<file path="config.mk">
export PLATFORM = sky130hd
export DESIGN_NAME = atard_read_cmd
export DESIGN_NICKNAME = d
export VERILOG_FILES = /design/src/include/atard_pkg.sv /design/src/atard_read_cmd.sv /design/src/atard_sector_buf.sv
export VERILOG_INCLUDE_DIRS = /design/src /design/src/include
export SDC_FILE = /design/constraint.sdc
export NUM_CORES = 2
export LEC_CHECK = 0
export BUFFER_PORTS_ARGS = -buffer_cell sky130_fd_sc_hd__buf_2
export CORE_UTILIZATION = 55
export CTS_CLUSTER_DIAMETER = 80
export CTS_CLUSTER_SIZE = 20
export DETAILED_ROUTE_END_ITERATION = 7
export GPL_TIMING_DRIVEN = 1
export PLACE_DENSITY = 0.73
export SLEW_MARGIN = 20
export SYNTH_ARGS = -nofsm -noshare
export SYNTH_HDL_FRONTEND = slang
export SYNTH_SLANG_ARGS = --single-unit
</file>
<file path="constraint.sdc">
create_clock -name mclk -period 3.28 [get_ports mclk]
set_input_delay 0.656 -clock mclk [delete_from_list [all_inputs] [get_ports mclk]]
set_output_delay 0.656 -clock mclk [all_outputs]
set_load 0.005 [all_outputs]
</file>
<file path="src/include/atard_cfg.svh">
// Register offsets, field positions, opcodes and reset values of the read command block
`ifndef ATARD_CFG_SVH
`define ATARD_CFG_SVH

// ----------------------------------------------------------------
// Register offsets
// ----------------------------------------------------------------
`define ATARD_OFS_DATA   4'h0
`define ATARD_OFS_FEAT   4'h1
`define ATARD_OFS_COUNT  4'h2
`define ATARD_OFS_LOW    4'h3
`define ATARD_OFS_MID    4'h4
`define ATARD_OFS_HIGH   4'h5
`define ATARD_OFS_DEVSEL 4'h6
`define ATARD_OFS_CMD    4'h7
`define ATARD_OFS_CFG    4'h8

// ----------------------------------------------------------------
// Opcodes
// ----------------------------------------------------------------
`define ATARD_OP_NOP     8'h00
`define ATARD_OP_RDBUF   8'he4
`define ATARD_OP_RDDMA   8'hc8
`define ATARD_OP_RDDMAX  8'h25
`define ATARD_OP_RDFPDMA 8'h60

// ----------------------------------------------------------------
// Field positions
// ----------------------------------------------------------------
`define ATARD_ST_BSY     7
`define ATARD_ST_DRDY    6
`define ATARD_ST_DRQ     3
`define ATARD_ST_ERR     0
`define ATARD_ER_ABRT    8'h04
`define ATARD_ER_UNC     8'h40
`define ATARD_DEV_FUA    7
`define ATARD_CFG_BYTE8  0

// ----------------------------------------------------------------
// Counts and reset values
// ----------------------------------------------------------------
`define ATARD_LAST_WORD  8'hff
`define ATARD_CNT28_ZERO 17'h00100
`define ATARD_CNT48_ZERO 17'h10000
`define ATARD_RST_BYTE   8'h00
`define ATARD_RST_DEVSEL 8'ha0

`endif

</file>
<file path="src/include/atard_pkg.sv">
// Types of the read command block
package atard_pkg;

  typedef enum logic [2:0] {
    ATARD_IDLE,
    ATARD_PIO,
    ATARD_FLUSH,
    ATARD_FETCH,
    ATARD_XFER
  } atard_state_t;

  typedef struct packed {
    atard_state_t st;
    logic [7:0]   feat;
    logic [7:0]   feat_hob;
    logic [7:0]   cnt;
    logic [7:0]   cnt_hob;
    logic [7:0]   lo;
    logic [7:0]   lo_hob;
    logic [7:0]   mid;
    logic [7:0]   mid_hob;
    logic [7:0]   hi;
    logic [7:0]   hi_hob;
    logic [7:0]   dev;
    logic         byte8;
    logic         bsy;
    logic         drq;
    logic         err;
    logic [7:0]   errreg;
    logic         intrq;
    logic         ext;
    logic [47:0]  lba;
    logic [16:0]  remain;
    logic [7:0]   wptr;
    logic [7:0]   rptr;
    logic         dmarq;
    logic [15:0]  dd_out;
    logic         dd_oe;
    logic         media_req;
    logic         media_fua;
    logic         flush_req;
    logic [15:0]  rdata;
    logic         dmack_s1;
    logic         dmack_s2;
    logic         iord_s1;
    logic         iord_s2;
    logic         iord_s3;
  } atard_regs_t;

endpackage : atard_pkg

</file>
<file path="src/atard_read_cmd.sv">
// Read command interpreter of the drive: task file, sector fetch, DMA and PIO data-in
// ----------------------------------------------------------------
// ----------------------------------------------------------------
`timescale 1ns/1ps
`include "atard_cfg.svh"
module atard_read_cmd (
  input  wire logic        mclk,
  input  wire logic        arst_n,
  input  wire logic [3:0]  reg_addr,
  input  wire logic [15:0] reg_wdata,
  input  wire logic        reg_wr,
  input  wire logic        reg_rd,
  output logic      [15:0] reg_rdata,
  output logic             intrq,
  output logic             dmarq,
  input  wire logic        dmack_n,
  input  wire logic        iord_n,
  output logic      [15:0] dd_out,
  output logic             dd_oe,
  output logic             media_req,
  output logic      [47:0] media_lba,
  output logic             media_fua,
  input  wire logic        media_valid,
  input  wire logic [15:0] media_data,
  input  wire logic        media_err,
  output logic             flush_req,
  input  wire logic        flush_done,
  output logic             busy
);

  atard_pkg::atard_regs_t q;
  atard_pkg::atard_regs_t next_q;
  logic [15:0]            buf_word;
  logic                   buf_wr;
  logic                   iord_fall;
  logic                   dmack_on;
  logic [7:0]             status;
  logic [27:0]            lba28;
  logic [47:0]            lba48;
  logic [15:0]            qcount;

  // ----------------------------------------------------------------
  // Address write-back into the task file
  // ----------------------------------------------------------------
  function automatic atard_pkg::atard_regs_t put_addr(input atard_pkg::atard_regs_t s);
    atard_pkg::atard_regs_t r;
    r = s;
    r.lo = s.lba[7:0];
    r.mid = s.lba[15:8];
    r.hi = s.lba[23:16];
    if (s.ext)
    begin
      r.lo_hob = s.lba[31:24];
      r.mid_hob = s.lba[39:32];
      r.hi_hob = s.lba[47:40];
    end
    else
    begin
      r.dev = {s.dev[7:4], s.lba[27:24]};
    end
    return r;
  endfunction : put_addr

  // ----------------------------------------------------------------
  // Abort ending
  // ----------------------------------------------------------------
  function automatic atard_pkg::atard_regs_t do_abort(input atard_pkg::atard_regs_t s);
    atard_pkg::atard_regs_t r;
    r = s;
    r.bsy = 1'b0;
    r.drq = 1'b0;
    r.err = 1'b1;
    r.errreg = `ATARD_ER_ABRT;
    r.intrq = 1'b1;
    r.dmarq = 1'b0;
    r.st = atard_pkg::ATARD_IDLE;
    return r;
  endfunction : do_abort

  // ----------------------------------------------------------------
  // Sector buffer
  // ----------------------------------------------------------------
  atard_sector_buf u_buf (
    .mclk    (mclk),
    .wr_en   (buf_wr),
    .wr_addr (q.wptr),
    .wr_data (media_data),
    .rd_addr (q.rptr),
    .rd_data (buf_word)
  );

  assign buf_wr = (q.st == atard_pkg::ATARD_FETCH) && media_valid && !media_err;
  assign iord_fall = q.iord_s3 && !q.iord_s2;
  assign dmack_on = !q.dmack_s2;
  assign lba28 = {q.dev[3:0], q.hi, q.mid, q.lo};
  assign lba48 = {q.hi_hob, q.mid_hob, q.lo_hob, q.hi, q.mid, q.lo};
  assign qcount = {q.feat_hob, q.feat};
  assign status = {q.bsy, !q.bsy, 2'b00, q.drq, 2'b00, q.err};

  // ----------------------------------------------------------------
  // Next state
  // ----------------------------------------------------------------
  always_comb
  begin
    next_q = q;
    next_q.media_req = 1'b0;
    next_q.flush_req = 1'b0;
    next_q.rdata = 16'h0000;
    next_q.dmack_s1 = dmack_n;
    next_q.dmack_s2 = q.dmack_s1;
    next_q.iord_s1 = iord_n;
    next_q.iord_s2 = q.iord_s1;
    next_q.iord_s3 = q.iord_s2;

    // Register reads
    if (reg_rd)
    begin
      case (reg_addr)
        `ATARD_OFS_DATA:
        begin
          if (q.st == atard_pkg::ATARD_PIO)
          begin
            next_q.rdata = buf_word;
            next_q.rptr = q.rptr + 8'h01;
            if (q.rptr == `ATARD_LAST_WORD)
            begin
              next_q.drq = 1'b0;
              next_q.st = atard_pkg::ATARD_IDLE;
            end
          end
        end
        `ATARD_OFS_FEAT:   next_q.rdata = {8'h00, q.errreg};
        `ATARD_OFS_COUNT:  next_q.rdata = {8'h00, q.cnt};
        `ATARD_OFS_LOW:    next_q.rdata = {8'h00, q.lo};
        `ATARD_OFS_MID:    next_q.rdata = {8'h00, q.mid};
        `ATARD_OFS_HIGH:   next_q.rdata = {8'h00, q.hi};
        `ATARD_OFS_DEVSEL: next_q.rdata = {8'h00, q.dev};
        `ATARD_OFS_CMD:
        begin
          next_q.rdata = {8'h00, status};
          next_q.intrq = 1'b0;
        end
        `ATARD_OFS_CFG:    next_q.rdata = {15'h0000, q.byte8};
        default:           next_q.rdata = 16'h0000;
      endcase
    end

    // Register writes, task file held while busy
    if (reg_wr && !q.bsy)
    begin
      case (reg_addr)
        `ATARD_OFS_FEAT:
        begin
          next_q.feat_hob = q.feat;
          next_q.feat = reg_wdata[7:0];
        end
        `ATARD_OFS_COUNT:
        begin
          next_q.cnt_hob = q.cnt;
          next_q.cnt = reg_wdata[7:0];
        end
        `ATARD_OFS_LOW:
        begin
          next_q.lo_hob = q.lo;
          next_q.lo = reg_wdata[7:0];
        end
        `ATARD_OFS_MID:
        begin
          next_q.mid_hob = q.mid;
          next_q.mid = reg_wdata[7:0];
        end
        `ATARD_OFS_HIGH:
        begin
          next_q.hi_hob = q.hi;
          next_q.hi = reg_wdata[7:0];
        end
        `ATARD_OFS_DEVSEL: next_q.dev = reg_wdata[7:0];
        `ATARD_OFS_CFG:    next_q.byte8 = reg_wdata[`ATARD_CFG_BYTE8];
        `ATARD_OFS_CMD:
        begin
          if (!q.drq)
          begin
            next_q.err = 1'b0;
            next_q.errreg = 8'h00;
            next_q.media_fua = 1'b0;
            next_q.wptr = 8'h00;
            next_q.rptr = 8'h00;
            case (reg_wdata[7:0])
              `ATARD_OP_NOP:
              begin
                next_q = do_abort(next_q);
              end
              `ATARD_OP_RDBUF:
              begin
                next_q.drq = 1'b1;
                next_q.intrq = 1'b1;
                next_q.st = atard_pkg::ATARD_PIO;
              end
              `ATARD_OP_RDDMA:
              begin
                next_q.ext = 1'b0;
                next_q.lba = {20'h00000, lba28};
                next_q.remain = (q.cnt == 8'h00) ? `ATARD_CNT28_ZERO : {9'h000, q.cnt};
                next_q.bsy = 1'b1;
                next_q.media_req = 1'b1;
                next_q.st = atard_pkg::ATARD_FETCH;
              end
              `ATARD_OP_RDDMAX:
              begin
                if (q.byte8)
                begin
                  next_q = do_abort(next_q);
                end
                else
                begin
                  next_q.ext = 1'b1;
                  next_q.lba = lba48;
                  next_q.remain = ({q.cnt_hob, q.cnt} == 16'h0000) ? `ATARD_CNT48_ZERO
                                                                    : {1'b0, q.cnt_hob, q.cnt};
                  next_q.bsy = 1'b1;
                  next_q.media_req = 1'b1;
                  next_q.st = atard_pkg::ATARD_FETCH;
                end
              end
              `ATARD_OP_RDFPDMA:
              begin
                next_q.ext = 1'b1;
                next_q.lba = lba48;
                next_q.remain = (qcount == 16'h0000) ? `ATARD_CNT48_ZERO : {1'b0, qcount};
                next_q.bsy = 1'b1;
                next_q.media_fua = q.dev[`ATARD_DEV_FUA];
                if (q.dev[`ATARD_DEV_FUA])
                begin
                  next_q.flush_req = 1'b1;
                  next_q.st = atard_pkg::ATARD_FLUSH;
                end
                else
                begin
                  next_q.media_req = 1'b1;
                  next_q.st = atard_pkg::ATARD_FETCH;
                end
              end
              default:
              begin
                next_q = do_abort(next_q);
              end
            endcase
          end
        end
        default:
        begin
          next_q.errreg = next_q.errreg;
        end
      endcase
    end

    // Command sequencing
    case (q.st)
      atard_pkg::ATARD_IDLE:
      begin
        next_q.dd_oe = 1'b0;
      end
      atard_pkg::ATARD_PIO:
      begin
        next_q.dd_oe = 1'b0;
      end
      atard_pkg::ATARD_FLUSH:
      begin
        if (flush_done)
        begin
          next_q.media_req = 1'b1;
          next_q.st = atard_pkg::ATARD_FETCH;
        end
      end
      atard_pkg::ATARD_FETCH:
      begin
        next_q.dd_oe = 1'b0;
        if (media_err)
        begin
          next_q = put_addr(next_q);
          next_q.bsy = 1'b0;
          next_q.drq = 1'b0;
          next_q.err = 1'b1;
          next_q.errreg = `ATARD_ER_UNC;
          next_q.intrq = 1'b1;
          next_q.st = atard_pkg::ATARD_IDLE;
        end
        else if (media_valid)
        begin
          next_q.wptr = q.wptr + 8'h01;
          if (q.wptr == `ATARD_LAST_WORD)
          begin
            next_q.rptr = 8'h00;
            next_q.dmarq = 1'b1;
            next_q.drq = 1'b1;
            next_q.bsy = 1'b0;
            next_q.st = atard_pkg::ATARD_XFER;
          end
        end
      end
      atard_pkg::ATARD_XFER:
      begin
        next_q.dd_oe = dmack_on;
        if (dmack_on && iord_fall)
        begin
          next_q.dd_out = buf_word;
          next_q.rptr = q.rptr + 8'h01;
          if (q.rptr == `ATARD_LAST_WORD)
          begin
            next_q.dmarq = 1'b0;
            next_q.remain = q.remain - 17'h00001;
            if (q.remain == 17'h00001)
            begin
              next_q = put_addr(next_q);
              next_q.bsy = 1'b0;
              next_q.drq = 1'b0;
              next_q.intrq = 1'b1;
              next_q.st = atard_pkg::ATARD_IDLE;
            end
            else
            begin
              next_q.lba = q.lba + 48'h000000000001;
              next_q.wptr = 8'h00;
              next_q.bsy = 1'b1;
              next_q.drq = 1'b0;
              next_q.media_req = 1'b1;
              next_q.st = atard_pkg::ATARD_FETCH;
            end
          end
        end
      end
      default:
      begin
        next_q.st = atard_pkg::ATARD_IDLE;
      end
    endcase
  end

  // ----------------------------------------------------------------
  // State register
  // ----------------------------------------------------------------
  always_ff @(posedge mclk or negedge arst_n)
  begin
    if (!arst_n)
    begin
      q <= '0;
      q.st <= atard_pkg::ATARD_IDLE;
      q.dev <= `ATARD_RST_DEVSEL;
      q.dmack_s1 <= 1'b1;
      q.dmack_s2 <= 1'b1;
      q.iord_s1 <= 1'b1;
      q.iord_s2 <= 1'b1;
      q.iord_s3 <= 1'b1;
    end
    else
    begin
      q <= next_q;
    end
  end

  // ----------------------------------------------------------------
  // Outputs
  // ----------------------------------------------------------------
  assign reg_rdata = q.rdata;
  assign intrq = q.intrq;
  assign dmarq = q.dmarq;
  assign dd_out = q.dd_out;
  assign dd_oe = q.dd_oe;
  assign media_req = q.media_req;
  assign media_lba = q.lba;
  assign media_fua = q.media_fua;
  assign flush_req = q.flush_req;
  assign busy = q.bsy;

endmodule : atard_read_cmd

</file>
<file path="src/atard_sector_buf.sv">
// Sector buffer of one 512-byte sector, word wide
`timescale 1ns/1ps
module atard_sector_buf (
  input  wire logic        mclk,
  input  wire logic        wr_en,
  input  wire logic [7:0]  wr_addr,
  input  wire logic [15:0] wr_data,
  input  wire logic [7:0]  rd_addr,
  output logic      [15:0] rd_data
);

  logic [15:0] mem [0:255];

  // ----------------------------------------------------------------
  // Write port and read port
  // ----------------------------------------------------------------
  always_ff @(posedge mclk)
  begin
    if (wr_en)
    begin
      mem[wr_addr] <= wr_data;
    end
  end

  assign rd_data = mem[rd_addr];

endmodule : atard_sector_buf

</file>
# == After elaboration in Yosys (flattened, before gate mapping) ==
# Memories as Yosys holds them, arrays and structs flattened.
# Cells that the tools add are included.
# classes
reduce_logical,19
addsub,4
mux,82
n_eq_ne,19
# ops
operator,count
2-to-1 mux 228 bit,4
case mux 200 bit (2 select lines),1
case mux 66 bit (3 select lines),1
case mux 16 bit (2 select lines),5
case mux 16 bit (9 select lines),1
2-to-1 mux 125 bit,1
2-to-1 mux 57 bit,2
2-to-1 mux 76 bit,1
2-to-1 mux 17 bit,4
2-to-1 mux 66 bit,1
2-to-1 mux 8 bit,8
adder 48 x 1 -> 48 bit (second input constant),1
2-to-1 mux 48 bit,1
case mux 18 bit (2 select lines),1
== test 8 bit (second input constant),4
zero test 16 bit,2
2-to-1 mux 16 bit,2
2-to-1 mux 3 bit,10
2-to-1 mux 23 bit,1
2-to-1 mux 18 bit,1
2-to-1 mux 9 bit,2
case mux 9 bit (2 select lines),1
== test 17 x 1 -> 1 bit (second input constant),1
subtractor 17 x 1 -> 17 bit (second input constant),1
other kinds (27),67
# totals
regBits,228
ram_bits,4096
memories,1
# memory_table
name,depth,word_bits,rd,rd_ports_with_merged_regs,write_ports,line_no,text
u_buf.mem,256,16,1,0,1,atard_sector_buf.sv:12,logic [15:0] mem [0:255];

# == Logic depth before layout (Yosys ltp) ==
# logic_depth
ltp_word,15
depth_mapped,14
depth_no_buf,9

# == By module ==
# From an unflattened synthesis, not the netlist that was laid out.
# unflattened
hier_cells,8648
hier_area_um2,170757.5
# by_module_without_submodules
module,area_per_inst_um2,cells_per_inst,instances
atard_sector_buf,158394.4,7344,1
atard_read_cmd,12363.1,1304,1

# == Least setup slack after synthesis ==
# OpenSTA, ideal clock, no wires.
# synth_timing
path_kind,register -> register
startpoint,register q[226] (netlist name)
endpoint,memory u_buf.mem[63][0] (enable)
stages_incl_launch_ff,7
setup_ns,0.430
required_time_ns,2.850
synth_period_minus_slack_ns,3.404
arrival_time_ns,2.974
path_slack_ns,-0.124
cell_sequence,dfrtp_1 -> clkbuf_1 -> nor2b_1 -> nand2_1 -> or2_2 -> clkbuf_1 -> nor4_1
# synth_via
elab_chain_len,5
# synth_rtl
item,line_no,text
from (decl),atard_read_cmd.sv:31,atard_pkg::atard_regs_t q;
from (signal assigned),atard_read_cmd.sv:357,q <= next_q;
== test 3 x 2 -> 1 bit,atard_read_cmd.sv:92,assign buf_wr = (q.st == atard_pkg::ATARD_FETCH) && media_valid && !media_err;
logical AND 1 bit (2 in a row),atard_read_cmd.sv:92,
2-to-1 mux 1 bit,atard_sector_buf.sv:19,if (wr_en)
2-to-1 mux 1 bit (not written as such),atard_sector_buf.sv:21,mem[wr_addr] <= wr_data;
to (decl),atard_sector_buf.sv:12,
# Every way passes these cells.

==> metrics <==
overflow left after global routing=0; Residual DRC=0; average wire length per cell after detail routing=roughly 38 um; CP startpoint kind=flop; sequential cell area fraction in the yosys report=74.7%; Leak Pwr=about 63 nW; setup slack after placement=-1.06 ns; number of nets in the layout=around 9800; class of the most critical hold timing path=in2reg; max_cap viols=0; combinational share of power=23.3%; critical path fanouts, max=8; cell chosen for the clock root=clkbuf_16; violations in the final reports=negative setup slack; Arrival @ worst endpoint=between 4 and 5 ns; Max-Slew Margin vs Limit=between 30% and 40%; max frequency=about 0.28 GHz; via count of the first global-routing pass=between 90000 and 100k; initial antenna violation count=23; critical setup path kind=reg2reg; share of the core filled with cells in the final layout=a little over three fifths; part of the total power dissipated in sequential elements=between 50% and 60%; pin count of the biggest net entering global routing=approximately 140; Hold Fails Final Rpt=0; count of boundary I/O pins=around 130; Internal Dissipation=slightly below 90 mW; post-route setup slack=-0.289 ns; Tmin final=approximately 3.6 ns; commonest cells after routing, fill and taps aside=4096 x edfxtp_1, 967 x buf_4, 750 x mux4_2, 512 x mux2i_1, 368 x nand2_1; CTS tree=yes; Layout Area Growth over Synthesis=14.1%; die boundary width=between 500 and 600 um; clock transition time at the flip-flop clock pins of the worst setup and hold paths=approximately 0.09 ns; post-synth design cell area=172000 sq um; Sw Share=between 20% and 30%; wire length of the first global-routing pass=roughly 730000 um; placeable core area=a little over 300000 sq um; unrepaired setup endpoints after global routing=true; final antenna-violating net count=0; summed area of non-filler cells in the final layout=about 200000 sq um; fraction of the cycle the final worst path needs=109%; die height=562 um; highest routed layer=met5; total via count in the routed design=97600; synthesis warning total=0; Cell Area, Placed=187000 sq um; Max clock buf depth=4; count of unique library cells instantiated by Yosys=111; routed wl met2=between 200000 and 250000 um; critical path data required time=4.11 ns; sum of routed wire length over all layers=roughly 530000 um; effective utilization at floorplan=55.3%; First-pass DRT Iterations=8; total power density per cell area=615 nW/um^2; port bufs=123; clock latency on the worst-skew pair=1.00 ns; worst-margin pin slew=1.00 ns; summed negative setup slack over all endpoints=-3.67 ns; number of placement rows=around 210; final RePlAce weighted congestion=~1.0; share of power burned in the clock network=between 20 and 30%; total of flip-flops plus latches after synthesis=approximately 4300; Die ar.=~320000 sq um; sinks on the clock net=roughly 4300; setup violation total in the final timing report=32; largest clock skew in the final design=0.0875 ns; met1 wire length=around 180000 um; total nets after synthesis=roughly 8700; proportion of synthesized flip-flops having asynchronous set or reset=between 5 and 6%; status=complete, but fails checks; First DRT Iteration DRCs=17400; primary flip-flop cell chosen by synthesis mapping=edfxtp_1; number of flops mapped to enable cells by yosys=around 4000; synthesized area divided by synthesized cell count=19.9 sq um; layout cell share with drive strength beyond 1=between 30 and 40%; max-slew violation count=0; CTS H-Tree Depth=4; number of standard cells after synthesis=around 8700; Max rail drop VDD=a little over 0.0005 V; global-route total usage across every layer=33.3%; most common cell after layout, fill and taps aside=edfxtp_1; placed wire-length estimate after detailed placement=roughly 350000 um; switching power total=~33 mW; number of buffers created by CTS=approximately 240; kind of capture point of the worst setup path=flop; average vias per placed instance=around 7.0; met3 wire length=between 70000 and 80000 um
[cell families after synthesis]
logic type / synth area share [%]
AOI/OAI and AO/OA: 4.10
xor gates and xnor gates: 0.0864
adders and majority gates: 0.0581
buffers and inverters: 2.81
DFF: 74.7
muxes: 15.0
and+or+nand+nor: 3.30
[flip-flops by register name, indices dropped and copies added, names as in the netlist]
name       flops
u_buf.mem   4096
intrq          1
flush_req      1
lba28         28
media_req      1
busy           1
q             89
media_lba     48
media_fua      1
reg_rdata     16
lba48         24
dd_oe          1
dd_out        16
dmarq          1
[metal layers]
| layer | up-vias | track usage (%) |
|---|---|---|
| met4 | 16 | 17.8 |
| met2 | 7977 | 50.4 |
| li1 | 37700 | - |
| met1 | 50500 | 44.7 |
| met3 | 1290 | 8.76 |
| met5 | - | 0 |
[power groups by stage]
stage          sequential, mW  clock (mW)  combinational [mW]
6_report                 61.5        31.2                28.2
3_3_place_gp             62.8           0                24.1
5_1_grt                  61.6        32.9                28.8
2_1_floorplan            62.3           0                15.9
4_1_cts                  61.5        31.2                25.9
3_5_place_dp             62.8           0                24.4
[worst paths after layout]
path	slack, ns	from	depth (start not counted)	to
max in group asynchronous	2.16	arst_n	3	media_lba[5]$_DFF_PN0_
worst min-delay path	0.08	media_data[3]	1	u_buf.mem[159][3]$_DFFE_PP_
worst max register to register	-0.29	q[42]$_DFF_PN0_	14	reg_rdata[1]$_DFF_PN0_
worst max-delay path	-0.29	q[42]$_DFF_PN0_	14	reg_rdata[1]$_DFF_PN0_
worst min register to register	0.37	q[2]$_DFF_PN1_	0	q[1]$_DFF_PN1_
min in group asynchronous	0.24	arst_n	2	q[210]$_DFFE_PN0P_
[per-stage QoR]
stage,power (mW),std cells,hold slack [ns]
floorplan,78.2,8651,0.345
global placement,86.9,13600,0.351
detailed placement,87.2,13600,0.349
CTS,119,13900,0.0328
global route,123,14000,0.0903
finish,121,14000,0.0805
[cells in the mapped netlist, types with 18 or more instances]
library cell	instances	area [sq um]
a2111oi_0	18	158
a211oi_1	43	323
a21oi_1	185	926
a221o_1	33	330
a221oi_1	51	447
a22o_1	36	315
a22oi_1	194	1460
a31oi_1	45	282
and2_1	28	175
and3_1	39	244
buf_1	23	86.3
buf_12	44	881
buf_2	110	551
buf_4	103	773
buf_6	44	495
buf_8	51	766
clkbuf_1	168	631
clkbuf_8	38	523
dfrtp_1	221	5530
edfxtp_1	4096	123000
inv_1	24	90.1
mux2_2	100	1130
mux2i_1	525	5260
mux4_1	105	2760
mux4_2	738	16600
nand2_1	392	1470
nand2b_1	22	138
nand3_1	92	460
nand4_1	44	275
nor2_1	393	1480
nor2b_1	38	238
nor3_1	49	245
nor4_1	27	169
o211ai_1	32	240
o21ai_0	124	621
o221ai_1	48	420
o22ai_1	48	300
o31ai_1	25	188
[timing repair]
item	CTS	global route
buffers inserted	25	89
gates resized for setup	194	264
setup endpoints to repair	280	1030
endpoints found under the hold margin	56	0
pin swaps	24	90
hold buffers	3	0
gates cloned	8	14
[worst max-delay path: stages, from the launching register on]
cell and delay, ns:
dfrtp_4 0.49, buf_12 0.16, buf_12 0.16, buf_12 0.13, clkbuf_16 0.17, clkbuf_16 0.19
mux4_2 0.45, mux4_2 0.52, nand2_2 0.16, nand4_1 0.25, o21ai_1 0.17, buf_4 0.15
a2111oi_4 0.07, buf_4 0.19, o2bb2ai_1 0.12
[cell type report]
class / instances / area, sq um
antenna: 19 / 47.5
clock buffer: 298 / 6340
clock inverter: 27 / 368
fill: 20700 / 115000
inverter: 25 / 108
multi-input combinational: 3714 / 40400
sequential: 4324 / 129000
tap: 4140 / 5180
timing repair buffer: 1481 / 15600
Power figures use the tool's default switching activity.
